<file path="src/design/kbc_pkg.sv">
package kbc_pkg;
  // channel count and register widths
  localparam int CH_NUM = 3;
  localparam int DATA_W = 8;
  localparam int CNT_W = 4;
  localparam int IRQ_W = 6;

  // register map, one byte address per register
  localparam logic [7:0] CH_STRIDE = 8'h10;
  localparam logic [7:0] OFS_STATUS = 8'h00;
  localparam logic [7:0] OFS_RXCTL = 8'h04;
  localparam logic [7:0] OFS_BUF = 8'h08;
  localparam logic [7:0] OFS_IRQ_STAT = 8'h30;
  localparam logic [7:0] OFS_IRQ_MASK = 8'h34;

  // channel_status_control fields
  localparam int SC_ENABLE = 7;
  localparam int SC_CLK_MON = 6;
  localparam int SC_DAT_MON = 5;
  localparam int SC_FSEL = 4;
  localparam int SC_IRQ_EN = 3;
  localparam int SC_FULL = 2;
  localparam int SC_PERR = 1;
  localparam int SC_STOP = 0;

  // channel_receive_control fields
  localparam int RC_LOAD_EN = 7;
  localparam int RC_CLK_OUT = 6;
  localparam int RC_DAT_OUT = 5;
  localparam int RC_RSVD = 4;

  // reset values
  localparam logic SC_FSEL_RST = 1'h1;
  localparam logic RC_CLK_OUT_RST = 1'h1;
  localparam logic RC_DAT_OUT_RST = 1'h1;
  localparam logic RC_RSVD_VAL = 1'h1;
  localparam logic [7:0] BUF_RST = 8'h00;

  // receive counter positions
  localparam logic [CNT_W-1:0] CNT_IDLE = 4'h0;
  localparam logic [CNT_W-1:0] CNT_START = 4'h1;
  localparam logic [CNT_W-1:0] CNT_PARITY = 4'ha;

  // register bus request
  typedef struct packed {
    logic [7:0] addr;
    logic [DATA_W-1:0] wdata;
    logic wr;
    logic rd;
  } kbc_bus_t;
endpackage

</file>
<file path="src/design/kbc_sync.sv">
`timescale 1ns/1ps
`default_nettype none
module kbc_sync #(
  parameter int W = 1
) (
  input wire logic core_clk,
  input wire logic srst,
  input wire logic [W-1:0] d,
  output logic [W-1:0] q
);
  logic [W-1:0] meta_ff;

  // two-stage synchroniser, first stage read only by the second
  always_ff @(posedge core_clk) begin
    if (srst) begin
      meta_ff <= '0;
      q <= '0;
    end else begin
      meta_ff <= d;
      q <= meta_ff;
    end
  end
endmodule
`default_nettype wire

</file>
<file path="src/design/kbc_rdclr_flag.sv">
`timescale 1ns/1ps
`default_nettype none
module kbc_rdclr_flag (
  input wire logic core_clk,
  input wire logic srst,
  input wire logic set,
  input wire logic rd_hit,
  input wire logic wr_hit,
  input wire logic wr_bit,
  output logic flag_ff,
  output logic armed_ff
);
  // arm when software has seen the flag at one; any write disarms
  always_ff @(posedge core_clk) begin
    if (srst) begin
      armed_ff <= 1'h0;
    end else if (rd_hit && flag_ff) begin
      armed_ff <= 1'h1;
    end else if (wr_hit) begin
      armed_ff <= 1'h0;
    end
  end

  // set beats clear; only an armed write of zero clears
  always_ff @(posedge core_clk) begin
    if (srst) begin
      flag_ff <= 1'h0;
    end else if (set) begin
      flag_ff <= 1'h1;
    end else if (wr_hit && !wr_bit && armed_ff) begin
      flag_ff <= 1'h0;
    end
  end
endmodule
`default_nettype wire

</file>
<file path="src/design/kbc_top.sv">
// Notes on behaviour
// RULE_01: three independent channels, each with its own clock and data line.
// RULE_02: enable bit 7 resets 0; 0 releases lines, 1 puts them in bus drive.
// RULE_03: bit 6 reads current clock line level; writes ignored.
// RULE_04: bit 5 reads current data line level; writes ignored.
// RULE_05: bit 4 resets 1; 1 full means frame done, 0 means clock fall.
// RULE_06: software should clear load enable whenever it clears flag select.
// RULE_07: interrupt enable bit 3 resets 0; 0 blocks requests, 1 permits them.
// RULE_08: flag select 1 sets full bit 2 after a good frame loads the buffer.
// RULE_09: flag select 0 sets full on every clock line falling edge.
// RULE_10: full clears only by writing 0 after reading it as 1.
// RULE_11: parity error bit 1 sets on odd parity failure; read-then-write-0 clears.
// RULE_12: bit 0 holds received stop bit, meaningful only while full is 1.
// RULE_13: writing 1 to full or parity error does nothing; the code keeps the flag but the write disarms its clear.
// RULE_14: two causes per channel, frame done and clock edge, both via full.
// RULE_15: 4-bit counter advances per fall; zero on reset, load disable, after stop.
// RULE_16: load enable gates loading received bytes into the buffer.
// RULE_17: 8-bit read-only buffer holds received byte, valid while full is 1.
// RULE_18: frame is start, eight data lsb first, odd parity, stop; sampled on falls.
// RULE_19: channel request asserts while full and interrupt enable are both 1.
//
// The address-and-strobe port and the address map were decided locally.
`timescale 1ns/1ps
`default_nettype none
module kbc_top #(
  parameter int CH_NUM = kbc_pkg::CH_NUM
) (
  input wire logic core_clk,
  input wire logic srst,
  input wire kbc_pkg::kbc_bus_t bus_req,
  output logic [kbc_pkg::DATA_W-1:0] rd_data_ff,
  input wire logic [CH_NUM-1:0] kb_clock_line_in,
  output logic [CH_NUM-1:0] kb_clock_line_out,
  output logic [CH_NUM-1:0] kb_clock_line_oe_n,
  input wire logic [CH_NUM-1:0] kb_data_line_in,
  output logic [CH_NUM-1:0] kb_data_line_out,
  output logic [CH_NUM-1:0] kb_data_line_oe_n,
  output logic [CH_NUM-1:0] ch_irq_ff,
  output logic irq_ff
);
  logic [CH_NUM-1:0] clk_s;
  logic [CH_NUM-1:0] dat_s;
  logic [CH_NUM-1:0] clk_prev_ff;
  logic [CH_NUM-1:0] fall;
  logic [CH_NUM-1:0] enable_ff;
  logic [CH_NUM-1:0] fsel_ff;
  logic [CH_NUM-1:0] ie_ff;
  logic [CH_NUM-1:0] load_en_ff;
  logic [CH_NUM-1:0] clk_out_ff;
  logic [CH_NUM-1:0] dat_out_ff;
  logic [CH_NUM-1:0] stop_ff;
  logic [CH_NUM-1:0] full;
  logic [CH_NUM-1:0] perr;
  logic [CH_NUM-1:0] full_armed;
  logic [CH_NUM-1:0] perr_armed;
  logic [CH_NUM-1:0] done;
  logic [CH_NUM-1:0] parity_ok;
  logic [CH_NUM-1:0] full_set;
  logic [CH_NUM-1:0] perr_set;
  logic [CH_NUM-1:0] sc_wr;
  logic [CH_NUM-1:0] sc_rd;
  logic [CH_NUM-1:0] rc_wr;
  logic [kbc_pkg::CNT_W-1:0] cnt_ff [CH_NUM];
  logic [8:0] shift_ff [CH_NUM];
  logic [7:0] buf_ff [CH_NUM];
  logic [7:0] sc_val [CH_NUM];
  logic [7:0] rc_val [CH_NUM];
  logic [kbc_pkg::IRQ_W-1:0] irq_stat_ff;
  logic [kbc_pkg::IRQ_W-1:0] irq_mask_ff;
  logic [kbc_pkg::IRQ_W-1:0] irq_ev;
  logic [kbc_pkg::DATA_W-1:0] nxt_rd_data;

  // line levels cross into the core clock domain
  kbc_sync #(.W(CH_NUM)) u_clk_sync (
    .core_clk(core_clk),
    .srst(srst),
    .d(kb_clock_line_in),
    .q(clk_s)
  );

  kbc_sync #(.W(CH_NUM)) u_dat_sync (
    .core_clk(core_clk),
    .srst(srst),
    .d(kb_data_line_in),
    .q(dat_s)
  );

  genvar c;
  generate
    for (c = 0; c < CH_NUM; c++) begin : g_ch // [RULE_01]
      localparam logic [7:0] BASE = 8'(c * kbc_pkg::CH_STRIDE);

      // address decode for this channel
      assign sc_wr[c] = bus_req.wr && (bus_req.addr == BASE + kbc_pkg::OFS_STATUS);
      assign sc_rd[c] = bus_req.rd && (bus_req.addr == BASE + kbc_pkg::OFS_STATUS);
      assign rc_wr[c] = bus_req.wr && (bus_req.addr == BASE + kbc_pkg::OFS_RXCTL);

      // falling edge of the synchronised clock line
      always_ff @(posedge core_clk) begin
        if (srst) begin
          clk_prev_ff[c] <= 1'h1;
        end else begin
          clk_prev_ff[c] <= clk_s[c];
        end
      end
      assign fall[c] = clk_prev_ff[c] && !clk_s[c] && enable_ff[c];

      // control bits of the status register
      always_ff @(posedge core_clk) begin
        if (srst) begin
          enable_ff[c] <= 1'h0; // [RULE_02]
          fsel_ff[c] <= kbc_pkg::SC_FSEL_RST; // [RULE_05]
          ie_ff[c] <= 1'h0; // [RULE_07]
        end else if (sc_wr[c]) begin
          enable_ff[c] <= bus_req.wdata[kbc_pkg::SC_ENABLE];
          fsel_ff[c] <= bus_req.wdata[kbc_pkg::SC_FSEL];
          ie_ff[c] <= bus_req.wdata[kbc_pkg::SC_IRQ_EN];
        end
      end

      // receive control register
      always_ff @(posedge core_clk) begin
        if (srst) begin
          load_en_ff[c] <= 1'h0;
          clk_out_ff[c] <= kbc_pkg::RC_CLK_OUT_RST;
          dat_out_ff[c] <= kbc_pkg::RC_DAT_OUT_RST;
        end else if (rc_wr[c]) begin
          load_en_ff[c] <= bus_req.wdata[kbc_pkg::RC_LOAD_EN];
          clk_out_ff[c] <= bus_req.wdata[kbc_pkg::RC_CLK_OUT];
          dat_out_ff[c] <= bus_req.wdata[kbc_pkg::RC_DAT_OUT];
        end
      end

      // bit counter: start, data 0..7, parity, then stop returns to idle
      always_ff @(posedge core_clk) begin
        if (srst || !load_en_ff[c]) begin
          cnt_ff[c] <= kbc_pkg::CNT_IDLE; // [RULE_15] [RULE_16]
        end else if (fall[c]) begin
          if (cnt_ff[c] == kbc_pkg::CNT_PARITY) begin
            cnt_ff[c] <= kbc_pkg::CNT_IDLE; // [RULE_15]
          end else if (cnt_ff[c] != kbc_pkg::CNT_IDLE || !dat_s[c]) begin
            cnt_ff[c] <= cnt_ff[c] + kbc_pkg::CNT_START; // [RULE_18]
          end
        end
      end

      // data and parity shift in lsb first
      always_ff @(posedge core_clk) begin
        if (srst) begin
          shift_ff[c] <= '0;
        end else if (fall[c] && load_en_ff[c] && cnt_ff[c] != kbc_pkg::CNT_IDLE
                     && cnt_ff[c] != kbc_pkg::CNT_PARITY) begin
          shift_ff[c] <= {dat_s[c], shift_ff[c][8:1]}; // [RULE_18]
        end
      end

      // frame end on the stop bit fall; odd parity over data and parity
      assign done[c] = fall[c] && load_en_ff[c] && cnt_ff[c] == kbc_pkg::CNT_PARITY;
      assign parity_ok[c] = ^shift_ff[c];
      assign perr_set[c] = done[c] && !parity_ok[c]; // [RULE_11]

      // receive buffer and stop bit, cleared when the channel is disabled
      always_ff @(posedge core_clk) begin
        if (srst || !enable_ff[c]) begin
          buf_ff[c] <= kbc_pkg::BUF_RST;
          stop_ff[c] <= 1'h0;
        end else if (done[c] && parity_ok[c]) begin
          buf_ff[c] <= shift_ff[c][7:0]; // [RULE_17]
          stop_ff[c] <= dat_s[c]; // [RULE_12]
        end
      end

      // full source chosen by flag select
      assign full_set[c] = fsel_ff[c] ? (done[c] && parity_ok[c]) : fall[c]; // [RULE_05] [RULE_08] [RULE_09] [RULE_14]

      kbc_rdclr_flag u_full (
        .core_clk(core_clk),
        .srst(srst),
        .set(full_set[c]),
        .rd_hit(sc_rd[c]),
        .wr_hit(sc_wr[c]),
        .wr_bit(bus_req.wdata[kbc_pkg::SC_FULL]),
        .flag_ff(full[c]),
        .armed_ff(full_armed[c])
      ); // [RULE_10] [RULE_13]

      kbc_rdclr_flag u_perr (
        .core_clk(core_clk),
        .srst(srst),
        .set(perr_set[c]),
        .rd_hit(sc_rd[c]),
        .wr_hit(sc_wr[c]),
        .wr_bit(bus_req.wdata[kbc_pkg::SC_PERR]),
        .flag_ff(perr[c]),
        .armed_ff(perr_armed[c])
      ); // [RULE_11] [RULE_13]

      // open-drain lines: drive low only when enabled and the bit is low
      always_ff @(posedge core_clk) begin
        if (srst) begin
          kb_clock_line_out[c] <= 1'h0;
          kb_data_line_out[c] <= 1'h0;
          kb_clock_line_oe_n[c] <= 1'h1;
          kb_data_line_oe_n[c] <= 1'h1;
        end else begin
          kb_clock_line_out[c] <= 1'h0;
          kb_data_line_out[c] <= 1'h0;
          kb_clock_line_oe_n[c] <= !(enable_ff[c] && !clk_out_ff[c]); // [RULE_02]
          kb_data_line_oe_n[c] <= !(enable_ff[c] && !dat_out_ff[c]); // [RULE_02]
        end
      end

      // per-channel request
      always_ff @(posedge core_clk) begin
        if (srst) begin
          ch_irq_ff[c] <= 1'h0;
        end else begin
          ch_irq_ff[c] <= full[c] && ie_ff[c]; // [RULE_07] [RULE_19]
        end
      end

      // readable register images
      assign sc_val[c] = {enable_ff[c], clk_s[c], dat_s[c], fsel_ff[c], ie_ff[c],
                          full[c], perr[c], stop_ff[c]}; // [RULE_03] [RULE_04] [RULE_12]
      assign rc_val[c] = {load_en_ff[c], clk_out_ff[c], dat_out_ff[c],
                          kbc_pkg::RC_RSVD_VAL, cnt_ff[c]}; // [RULE_15]

    end
  endgenerate

  // interrupt events: request rising per channel, parity error per channel
  assign irq_ev = {perr_set, full & ie_ff & ~ch_irq_ff};

  // sticky status, write one to clear, a new event wins
  always_ff @(posedge core_clk) begin
    if (srst) begin
      irq_stat_ff <= '0;
    end else if (bus_req.wr && bus_req.addr == kbc_pkg::OFS_IRQ_STAT) begin
      irq_stat_ff <= (irq_stat_ff & ~bus_req.wdata[kbc_pkg::IRQ_W-1:0]) | irq_ev;
    end else begin
      irq_stat_ff <= irq_stat_ff | irq_ev;
    end
  end

  // interrupt mask
  always_ff @(posedge core_clk) begin
    if (srst) begin
      irq_mask_ff <= '0;
    end else if (bus_req.wr && bus_req.addr == kbc_pkg::OFS_IRQ_MASK) begin
      irq_mask_ff <= bus_req.wdata[kbc_pkg::IRQ_W-1:0];
    end
  end

  // single level interrupt
  always_ff @(posedge core_clk) begin
    if (srst) begin
      irq_ff <= 1'h0;
    end else begin
      irq_ff <= |(irq_stat_ff & irq_mask_ff);
    end
  end

  // read mux; unmapped addresses read zero
  always_comb begin
    nxt_rd_data = '0;
    for (int i = 0; i < CH_NUM; i++) begin
      if (bus_req.addr == 8'(i * kbc_pkg::CH_STRIDE) + kbc_pkg::OFS_STATUS) begin
        nxt_rd_data = sc_val[i];
      end
      if (bus_req.addr == 8'(i * kbc_pkg::CH_STRIDE) + kbc_pkg::OFS_RXCTL) begin
        nxt_rd_data = rc_val[i];
      end
      if (bus_req.addr == 8'(i * kbc_pkg::CH_STRIDE) + kbc_pkg::OFS_BUF) begin
        nxt_rd_data = buf_ff[i];
      end
    end
    if (bus_req.addr == kbc_pkg::OFS_IRQ_STAT) begin
      nxt_rd_data = {2'h0, irq_stat_ff};
    end
    if (bus_req.addr == kbc_pkg::OFS_IRQ_MASK) begin
      nxt_rd_data = {2'h0, irq_mask_ff};
    end
  end

  // read data valid only in the cycle after the strobe
  always_ff @(posedge core_clk) begin
    if (srst) begin
      rd_data_ff <= '0;
    end else if (bus_req.rd) begin
      rd_data_ff <= nxt_rd_data;
    end else begin
      rd_data_ff <= '0;
    end
  end
endmodule
`default_nettype wire

</file>
<file path="config.mk">
export PLATFORM = sky130hd
export DESIGN_NAME = kbc_top
export DESIGN_NICKNAME = d
export VERILOG_FILES = /design/src/design/kbc_pkg.sv /design/src/design/kbc_sync.sv /design/src/design/kbc_rdclr_flag.sv /design/src/design/kbc_top.sv
export SDC_FILE = /design/constraint.sdc
export NUM_CORES = 1
export LEC_CHECK = 0
export BUFFER_PORTS_ARGS = -buffer_cell sky130_fd_sc_hd__buf_2
export CAP_MARGIN = 0
export CORE_MARGIN = 8
export CORE_UTILIZATION = 50
export DETAILED_ROUTE_END_ITERATION = 8
export HOLD_SLACK_MARGIN = 0.1
export PLACE_DENSITY = 0.68
export SLEW_MARGIN = 15
export SYNTH_ARGS = -nofsm -noshare
export SYNTH_HDL_FRONTEND = slang
export SYNTH_SLANG_ARGS = --single-unit
</file>
<file path="constraint.sdc">
create_clock -name core_clk -period 3.4 [get_ports core_clk]
set_input_delay 0.51 -clock core_clk [delete_from_list [all_inputs] [get_ports core_clk]]
set_output_delay 0.51 -clock core_clk [all_outputs]
set_load 0.01 [all_outputs]
</file>
==> impl_metrics.csv, run 1 <==
group,metric,value,unit
sta,worst_slew_pin_slew,837,ps
grt,grt_pass1_wl,28100,um
clock_network,root_buffer,"clkbuf_16",
setup_path,cp_max_fo,8,
die,die_h,131,um
pwr,p_leak,2.93,nW
clock_network,cts_tree,"done",
place,post_dp_cell_area,7000,sq um
place,dp_hpwl,13200,um
sta,skew,6.57,ps
yosys,netlist.top_cell.by_area,"edfxtp_1",
grt,antenna_found_initial,0,
sta,setup_tns,0,ps
yosys,yosysWarnings,0,
clock_network,numCtsBuffers,17,
setup_path,crit_chain,"xnor2_1, xnor3_1, xnor2_2, nand2_1, nor2_1, and2_1",
setup_path,crit_arrival,2440,ps
die,die_w,131,um
yosys,synth_top_flop_cell,"dfxtp_1",
routing,wl_per_cell,20.0,um
grt,grt_max_degree,38,
sta,fmax,465,MHz
setup_path,regToRegStartpoint,"shift_ff[2][2]",
yosys,synth.top_cells.by_count,"dfxtp_1, nor2_1, edfxtp_1",
pwr,p_per_area,492,nW/um^2
clock_network,clock_sinks,141,
clock_network,h-tree-depth,4,
cells_and_area,stdcell_area,7540,sq um
yosys,synth_seq_area_share,51.9,%
setup_path,critPathSlowestCell,"edfxtp_1",
yosys,synth.area.top_cells,"edfxtp_1, dfxtp_1, mux2i_1",
clock_network,clk_path_buf_depth,2,
grt,grt_pass1_vias,4970,
grt,grt.overflow.total,0,
setup_path,critical_path_class,"reg2reg",
worst_hold_path,hold_depth,2,
die,start_util,50.7,%
cells_and_area,syn_to_final_growth,13.3,%
worst_hold_path,worst_hold_startpoint,"kb_data_line_in[0]",
sta,fin_ws,1250,ps
grt,grt_usage,20.7,%
sta,rsz0062_at_grt,"no",
clock_network,clkTransAtPathRegs,60,ps
routing,remaining_drc_errors,0,
pwr,power,3.71,mW
sta,fin_crit,2150,ps
cells_and_area,drive_above_1_share,14.1,%
place,gp_congestion,0.930,
yosys,synth-seq-cells,141,
yosys,synth_top_area_share,28.4,%
yosys,ys_async_sr_fraction,0,%
cells_and_area,final_cell_count_no_fill,880,
yosys,synth-edff-count,63,
pwr,swShare,22.3,%
clock_network,cts_setup_buffers,0,
routing,ant_nets,0,
routing,vias,5065,
sta,final.period_utilization,63.3,%
pwr,internal_power,2.88,mW
pwr,p_sw,828,uW
yosys,synth.most_common_cell,"dfxtp_1",
run,cap_violations,0,
die,fp.dieArea,17300,sq um
cells_and_area,nets,726,
routing,drt_iter0_drc,499,
pwr,power_frac_comb,5.4,%
setup_path,reg2regPathDepth,6,
die,ios,50,
setup_path,start_kind,"flop",
die,coreArea,13100,sq um
setup_path,worst-path-buf-inv,0,
routing,drt_wl_total,17600,um
place,pre_cts_slack,884,ps
run_status,status,"finished clean",
cells_and_area,antenna_cells,0,
yosys,syn_area,6660,sq um
yosys,synth.distinct_cells,61,
clock_network,cts_resized,0,
place,dpl.cell_count,848,
place,io_buffers,43,
routing,dr.pass1.iters,5,
pwr,power_frac_seq,48.5,%
sta,setup_viol,0,
setup_path,timing.rr.end,"buf_ff[2][0]",
setup_path,end_kind,"flop",
setup_path,slowest_delay,450,ps
sta,drv_slew,0,
die,rows,42,
pwr,ir_drop,322,uV
sta,slew_headroom,44.0,%
setup_path,critPathRequiredTime,3690,ps
yosys,netlist_instances,650,
worst_hold_path,hold_path_class,"in2reg",
yosys,syn_avg_cell_area,10.2,sq um
worst_hold_path,holdPathEnd,"u_dat_sync.meta_ff[0]",
routing,vias_per_cell,5.76,
clock_network,ctsHoldBuffers,0,
clock_network,clock_latency,420,ps
setup_path,ff2ff_setup_slack,1250,ps
setup_path,crit_family,"XOR/XNOR gates",
pwr,clkPwrFrac,46.1,%
sta,finalHoldViolCount,0,
## per-layer routing
layer | up-vias | track usage [%] | part of all wire, %
met5 | - | 0 | 0
met4 | 0 | 7.53 | 1.8
met3 | 22 | 4.76 | 5.6
met2 | 166 | 33.1 | 47
met1 | 2491 | 27.0 | 46
li1 | 2386 | - | -
## power by group through the flow
| stage | clock (mW) | sequential, mW | combinational (mW) |
|---|---|---|---|
| global route | 1.81 | 1.80 | 0.215 |
| CTS | 1.74 | 1.80 | 0.198 |
| detailed placement | 0 | 1.84 | 0.196 |
| finish | 1.71 | 1.80 | 0.199 |
| floorplan | 0 | 1.83 | 0.142 |
| global placement | 0 | 1.83 | 0.196 |
## sequential cells by signal, indices dropped and copies added, names as in the netlist, 6 cells and up
| register | flops |
|---|---|
| shift_ff | 27 |
| buf_ff | 24 |
| irq_mask_ff | 6 |
| irq_stat_ff | 6 |
| rd_data_ff | 8 |
| cnt_ff | 12 |
## area by class of cell
class | count | area, sq um
clock buffers | 22 | 454
inverters | 19 | 71.3
clock inverters | 10 | 88.8
multi-input cells | 464 | 3000
flip-flops and latches | 141 | 3450
fillers | 1129 | 5600
repair buffers | 48 | 253
well taps | 176 | 220
## per-stage QoR
| step | hold WS [ps] | util, % |
|---|---|---|
| 2_1_floorplan | 414 | - |
| 3_3_place_gp | 420 | 53.3 |
| 3_5_place_dp | 421 | 53.3 |
| 4_1_cts | 284 | 57.4 |
| 5_1_grt | 291 | 57.4 |
| 6_report | 295 | 57.4 |
## layout by cell type, fill, tap and decap left out, drive strengths merged, types with 5 or more instances in the layout
master,instances
o21ai,25
nor3,10
nand3,26
nor2,69
mux2,5
buf,48
o311ai,7
mux2i,30
a31o,5
dfxtp,78
conb,6
nand2,53
clkbuf,22
o22ai,6
a22oi,10
o31ai,8
nor2b,23
and3,12
and2,45
nand2b,7
ha,9
xnor2,19
a21oi,30
edfxtp,63
xor2,5
inv,22
o22a,6
## cells by family after synthesis
family	share of synthesized area (%)
and+or+nand+nor	21.4
DFF	51.9
AOI/OAI and AO/OA	11.7
buffers and inverters	3.35
muxes	5.36
xor gates and xnor gates	4.62
adders and majority gates	1.69
other	0.0563
## how the worst max path moves through the flow
| stage | endpoint | startpoint | cells past startpoint |
|---|---|---|---|
| after floorplan | shift_ff[1][0] | cnt_ff[1][0] | 5 |
| after global placement | rd_data_ff[2] | bus_req[12] | 7 |
| after detailed placement | irq_mask_ff[3] | bus_req[13] | 6 |
| after CTS | buf_ff[2][0] | shift_ff[2][2] | 6 |
| after global routing | buf_ff[2][1] | shift_ff[2][2] | 6 |
| final | buf_ff[2][0] | shift_ff[2][2] | 6 |
Power figures use the tool's default switching activity.
==> inputs of run 2 (changes only) <==
- ABC_AREA: unset -> 1
- PLACE_DENSITY: 0.68 -> 0.71
- clock period: 3.4 -> 1.7 ns (I/O delays scaled with it)
==> run 2 against run 1 <==
The run now ends with negative setup slack left. Largest cell class unchanged. Critical endpoint is now buf_ff[0][7]. Fmax rose by 21%. Synthesized area fell by 0.98%. Highest routed layer unchanged. Sequential share of layout area fell by 4.5 points.
==> impl_metrics.csv, run 2 <==
group,metric,value,unit
run_status,status,"complete, but fails checks",
run_status,failed_checks,"negative setup slack",
yosys,synth.area.top_cells,"edfxtp_1, dfxtp_1, nand2_1",
clock_network,cts_tree,"done",
grt,grt.overflow.total,0,
yosys,netlist_instances,788,
place,dpl.cell_count,1048,
grt,grt_pass1_vias,4962,
run,cap_violations,0,
routing,vias_per_cell,4.92,
worst_hold_path,hold_path_class,"in2reg",
clock_network,clkTransAtPathRegs,60,ps
place,pre_cts_slack,-83.3,ps
sta,setup_tns,-1190,ps
grt,grt_pass1_wl,24800,um
place,post_dp_cell_area,7390,sq um
setup_path,critical_path_class,"reg2reg",
cells_and_area,final_common_cell,"nand2_1",
yosys,synth.most_common_cell,"nand2_1",
sta,fin_ws,-77.2,ps
setup_path,end_kind,"flop",
yosys,netlist.top_cell.by_area,"edfxtp_1",
yosys,synth-seq-cells,141,
pwr,p_leak,3.54,nW
cells_and_area,antenna_cells,0,
routing,remaining_drc_errors,0,
routing,vias,5407,
routing,drt_iter0_drc,573,
die,die_w,131,um
sta,rsz0062_at_grt,"yes",
cells_and_area,reg_top3,"shift_ff x27, buf_ff x24, cnt_ff x12",
cells_and_area,final_cell_count_no_fill,1098,
clock_network,clk_path_buf_depth,2,
sta,skew,7.45,ps
setup_path,crit_arrival,1920,ps
setup_path,start_kind,"flop",
sta,hold_slack,120,ps
setup_path,critPathRequiredTime,1840,ps
cells_and_area,n_fill_cell,1090,
yosys,ys_async_sr_fraction,0,%
cells_and_area,syn_to_final_growth,26.7,%
setup_path,ff2ff_setup_slack,-80,ps
yosys,synth_top_area_share,28.7,%
sta,setup_viol,40,
die,coreArea,13000,sq um
place,io_buffers,43,
routing,drt_wl_total,15800,um
sta,finalHoldViolCount,0,
clock_network,h-tree-depth,4,
yosys,syn_area,6590,sq um
setup_path,cp_max_fo,4,
yosys,synth_top_flop_cell,"dfxtp_1",
die,ios,50,
yosys,synth.distinct_cells,39,
sta,worst_slew_pin_slew,782,ps
sta,drv_slew,0,
grt,grt_max_degree,29,
pwr,ir_drop,672,uV
die,start_util,50.6,%
place,gp_congestion,0.910,
cells_and_area,drive_above_1_share,23.8,%
clock_network,clock_sinks,141,
yosys,syn_avg_cell_area,8.36,sq um
die,rows,42,
pwr,p_per_area,906,nW/um^2
clock_network,root_buffer,"clkbuf_16",
sta,fmax,563,MHz
grt,grt_usage,19.0,%
yosys,synth-edff-count,63,
cells_and_area,nets,944,
yosys,yosysWarnings,0,
sta,fin_crit,1780,ps
cells_and_area,largest_reg_flops,27,
routing,wl_per_cell,14.4,um
pwr,power,7.56,mW
cells_and_area,postLayoutCoreUtil,64.1,%
die,fp.dieArea,17100,sq um
cells_and_area,stdcell_area,8350,sq um
cells_and_area,top_register,"shift_ff",
routing,ant_nets,0,
routing,dr.pass1.iters,5,
yosys,synth.top_cells.by_count,"nand2_1, nor2_1, inv_1",
sta,slew_headroom,47.7,%
grt,antenna_found_initial,0,
cells_and_area,most-common-layout-cells,"nand2_1, nor2_1, inv_1",
clock_network,clock_latency,420,ps
yosys,synth_seq_area_share,52.4,%
clock_network,numCtsBuffers,17,
sta,final.period_utilization,105,%
place,dp_hpwl,11500,um
die,die_h,131,um
[run 2: changes by cell type after synthesis, moves of 11 or more]
cell / previous run / this run
inv_1: 19 / 116
nand2_1: 53 / 142
nor2_1: 66 / 136
and2_1: 45 / 0
mux2i_1: 30 / 0
nor2b_1: 23 / 0
nand3_1: 23 / 44
nand2_2: 0 / 14
a21oi_1: 30 / 43
and3_1: 12 / 0
nand4_1: 4 / 15
[run 2: path summary, 6_finish.rpt]
kind | depth (start not counted) | end | startpoint
hold reg to reg | 2 | u_dat_sync.q[1] | u_dat_sync.meta_ff[1]
hold / removal | 3 | irq_mask_ff[1] | bus_req[3]
setup reg to reg | 9 | buf_ff[0][7] | shift_ff[0][3]
setup / recovery | 9 | buf_ff[0][7] | shift_ff[0][3]
[run 2: critical path, stage by stage, from the launching register on]
cell and delay, ps:
edfxtp_1 410, xnor2_1 200, xor2_1 230, inv_1 60
nand2_1 90, nand2_1 70, nand2_2 100, nand3_4 120
nand2_4 100, buf_6 120
[run 2: metal layers]
metal / global-route usage, % / vias to the layer above / routed length (um)
met5: 0 / - / 0
met4: 8.17 / 0 / 327
met3: 4.30 / 30 / 1010
met2: 29.0 / 155 / 7320
met1: 25.5 / 2479 / 7180
li1: - / 2743 / -
[run 2: report_power, final]
part | total [mW] | leakage [nW] | switching (mW) | internal [mW]
Combinational | 0.407 | 1.91 | 0.249 | 0.158
Sequential | 3.59 | 1.36 | 0.0266 | 3.56
Clock | 3.57 | 0.277 | 1.40 | 2.17
Total | 7.56 | 3.54 | 1.68 | 5.89
[run 2: cell families after synthesis]
| family | synth area share [%] |
|---|---|
| simple gates | 27.2 |
| other cells | 0.0569 |
| buf+inv | 8.62 |
| fa+ha+maj | 1.71 |
| xor+xnor | 3.19 |
| flops | 52.4 |
| compound gates | 6.82 |
[run 2: cell type report]
type	count	area [sq um]	area share (%)
clock inverters	10	83.8	1.00
multi-input cells	512	2830	33.9
inverters	122	463	5.54
flip-flops and latches	141	3450	41.3
clock buffers	22	485	5.81
well taps	176	220	2.64
repair buffers	115	816	9.77
[run 2: repair_timing]
action / CTS / global route
pin swaps: 8 / 13
setup endpoints to repair: 43 / 99
hold buffers: 6 / 0
buffers inserted: 2 / 9
resized for setup: 6 / 51
cloned: 0 / 1
hold endpoints to repair: 6 / 0
==> inputs of run 3 (changes only) <==
- SYNTH_HIERARCHICAL: unset -> 1
==> run 3 against run 2 <==
The flow still finishes with violations (negative setup slack). Total power up 0.50%. Count of clock-buffer cells in the layout down 2. Synthesized cell count up 1.1%. Fmax about the same. Register-to-register slack about the same.
==> impl_metrics.csv, run 3 <==
group,metric,value,unit
run_status,status,"complete, but fails checks",
run_status,failed_checks,"negative setup slack",
setup_path,critPathMostFrequentCell,"nand2_4",
cells_and_area,n_fill_cell,1111,
grt,grt_pass1_vias,5221,
sta,fin_ws,-77.8,ps
yosys,synth_top_flop_cell,"dfxtp_1",
setup_path,crit_end,"buf_ff[2][7]",
cells_and_area,stdcell_area,8130,sq um
cells_and_area,most-common-layout-cells,"nand2_1, inv_1, nor2_1",
cells_and_area,antenna_cells,0,
cells_and_area,final_common_cell,"nand2_1",
pwr,power,7.60,mW
routing,remaining_drc_errors,0,
sta,setup_tns,-1130,ps
setup_path,regToRegStartpoint,"shift_ff[2][3]",
clock_network,clk_path_buf_depth,2,
yosys,ys_async_sr_fraction,0,%
sta,final.period_utilization,105,%
die,die_h,131,um
worst_hold_path,hold_path_class,"in2reg",
setup_path,critPathRequiredTime,1880,ps
die,start_util,50.3,%
die,coreArea,13000,sq um
sta,skew,9.04,ps
yosys,netlist_instances,797,
setup_path,crit_arrival,1960,ps
setup_path,crit_chain,"xnor2_1, xor2_1, or2_1, nand2_1, nand2_2, buf_6, nand2_4, nor2_4, nand2_4, nor2_1",
die,rows,42,
routing,dr.pass1.iters,4,
setup_path,end_kind,"flop",
cells_and_area,largest_reg_flops,27,
setup_path,ff2ff_setup_slack,-80,ps
sta,fin_crit,1780,ps
pwr,p_per_area,936,nW/um^2
routing,vias_per_cell,4.90,
sta,rsz0062_at_grt,"yes",
setup_path,reg2regPathDepth,10,
yosys,synth_top_area_share,28.9,%
run,cap_violations,0,
cells_and_area,reg_top3,"shift_ff x27, buf_ff x24, cnt_ff x12",
pwr,ir_drop,735,uV
clock_network,clock_latency,420,ps
setup_path,critPathSlowestCell,"edfxtp_1",
clock_network,root_buffer,"clkbuf_16",
yosys,syn_area,6560,sq um
setup_path,critPathLaunch,"shift_ff[2][3]",
grt,grt_usage,19.6,%
setup_path,cp_max_fo,8,
yosys,syn_avg_cell_area,8.23,sq um
grt,grt_pass1_wl,25700,um
pwr,p_leak,3.47,nW
die,fp.dieArea,17000,sq um
place,io_buffers,43,
setup_path,timing.rr.end,"buf_ff[2][7]",
grt,grt_max_degree,25,
place,pre_cts_slack,-91.9,ps
clock_network,clkTransAtPathRegs,60,ps
routing,drt_wl_total,15500,um
place,dp_hpwl,11500,um
yosys,synth.distinct_cells,38,
sta,finalHoldViolCount,0,
die,die_w,131,um
yosys,netlist.top_cell.by_area,"edfxtp_1",
grt,antenna_found_initial,0,
setup_path,critical_path_class,"reg2reg",
yosys,synth.most_common_cell,"nand2_1",
clock_network,numCtsBuffers,17,
yosys,synth-edff-count,63,
yosys,yosysWarnings,6,
yosys,synth.area.top_cells,"edfxtp_1, dfxtp_1, nand2_1",
setup_path,slowest_delay,410,ps
setup_path,start_kind,"flop",
place,post_dp_cell_area,7310,sq um
yosys,synth.top_cells.by_count,"nand2_1, nor2_1, inv_1",
routing,ant_nets,0,
yosys,synth-seq-cells,141,
grt,grt.overflow.total,0,
routing,vias,5360,
routing,drt_iter0_drc,420,
routing,wl_per_cell,14.1,um
cells_and_area,top_register,"shift_ff",
clock_network,cts_tree,"done",
sta,setup_viol,31,
cells_and_area,drive_above_1_share,20.6,%
cells_and_area,nets,940,
place,gp_congestion,0.871,
die,ios,50,
sta,fmax,562,MHz
clock_network,h-tree-depth,4,
yosys,synth_seq_area_share,52.7,%
cells_and_area,syn_to_final_growth,23.9,%
sta,drv_slew,0,
clock_network,clock_sinks,141,
-- run 3: cell types whose count changed after synthesis, sizes merged, moves of 2 or more --
| cell | delta |
|---|---|
| o21ai | -2 |
| nor2 | +5 |
| nor3 | +4 |
| o211ai | +3 |
| clkbuf | -4 |
| nand2 | -6 |
| inv | +18 |
| or2 | -4 |
| a21oi | +2 |
| nand3b | -3 |
| buf | -3 |
-- run 3: layer usage --
metal | global-route usage, % | vias to the layer above | wire [um]
met5 | 0 | - | 0
met4 | 8.51 | 0 | 293
met3 | 4.46 | 27 | 1070
met2 | 30.6 | 169 | 6920
met1 | 25.7 | 2426 | 7170
li1 | - | 2738 | -
-- run 3: layout make-up --
type | instances | area [sq um] | share of cell area (%)
flip-flops and latches | 141 | 3450 | 42.5
well taps | 176 | 220 | 2.71
inverters | 141 | 529 | 6.51
clock inverters | 12 | 110 | 1.36
clock buffers | 20 | 479 | 5.90
multi-input cells | 509 | 2660 | 32.8
repair buffers | 95 | 669 | 8.24
-- run 3: critical path, delay by kind of cell (launching register included) --
| kind | cells | cell delay, ps |
|---|---|---|
| buf+inv | 1 | 130 |
| flops | 1 | 410 |
| xor+xnor | 2 | 350 |
| simple gates | 7 | 640 |
-- run 3: cell families after synthesis --
kind of cell	after synthesis	synth area share, %
simple gates	384	25.9
buf+inv	153	9.12
flops	141	52.7
compound gates	85	7.35
xor+xnor	24	3.21
fa+ha+maj	9	1.72
other cells	1	0.0572
-- run 3: metrics by stage --
stage / std cells / utilization (%) / hold WS, ps
6_report: 1094 / 62.3 / 117
5_1_grt: 1094 / 62.3 / 141
4_1_cts: 1091 / 61.3 / 104
3_5_place_dp: 1052 / 56.1 / 392
3_3_place_gp: 1052 / 56.1 / 391
2_1_floorplan: 802 / - / 317
-- run 3: worst min path at each step --
stage / cells after the start / start / endpoint
final: 3 / bus_req[2] / irq_mask_ff[0]
after CTS: 3 / bus_req[2] / irq_mask_ff[0]
after detailed placement: 2 / u_dat_sync/meta_ff[2] / u_dat_sync/q[2]
after global placement: 2 / u_dat_sync/meta_ff[1] / u_dat_sync/q[1]
after floorplan: 1 / srst / g_ch[0].u_full/flag_ff
after global routing: 3 / bus_req[2] / irq_mask_ff[0]
-- run 3: report_power, final --
part | leakage [nW] | switching (mW) | internal (mW)
sequential | 1.36 | 0.0241 | 3.56
clock | 0.280 | 1.42 | 2.19
combinational | 1.83 | 0.247 | 0.159
-- run 3: repair_timing --
item / CTS / global route
buffers inserted: 1 / 2
resized for setup: 10 / 34
hold buffers: 6 / 0
cloned: 0 / 1
pin swaps: 5 / 12
endpoints found under the setup margin: 34 / 94
endpoints found under the hold margin: 6 / 0
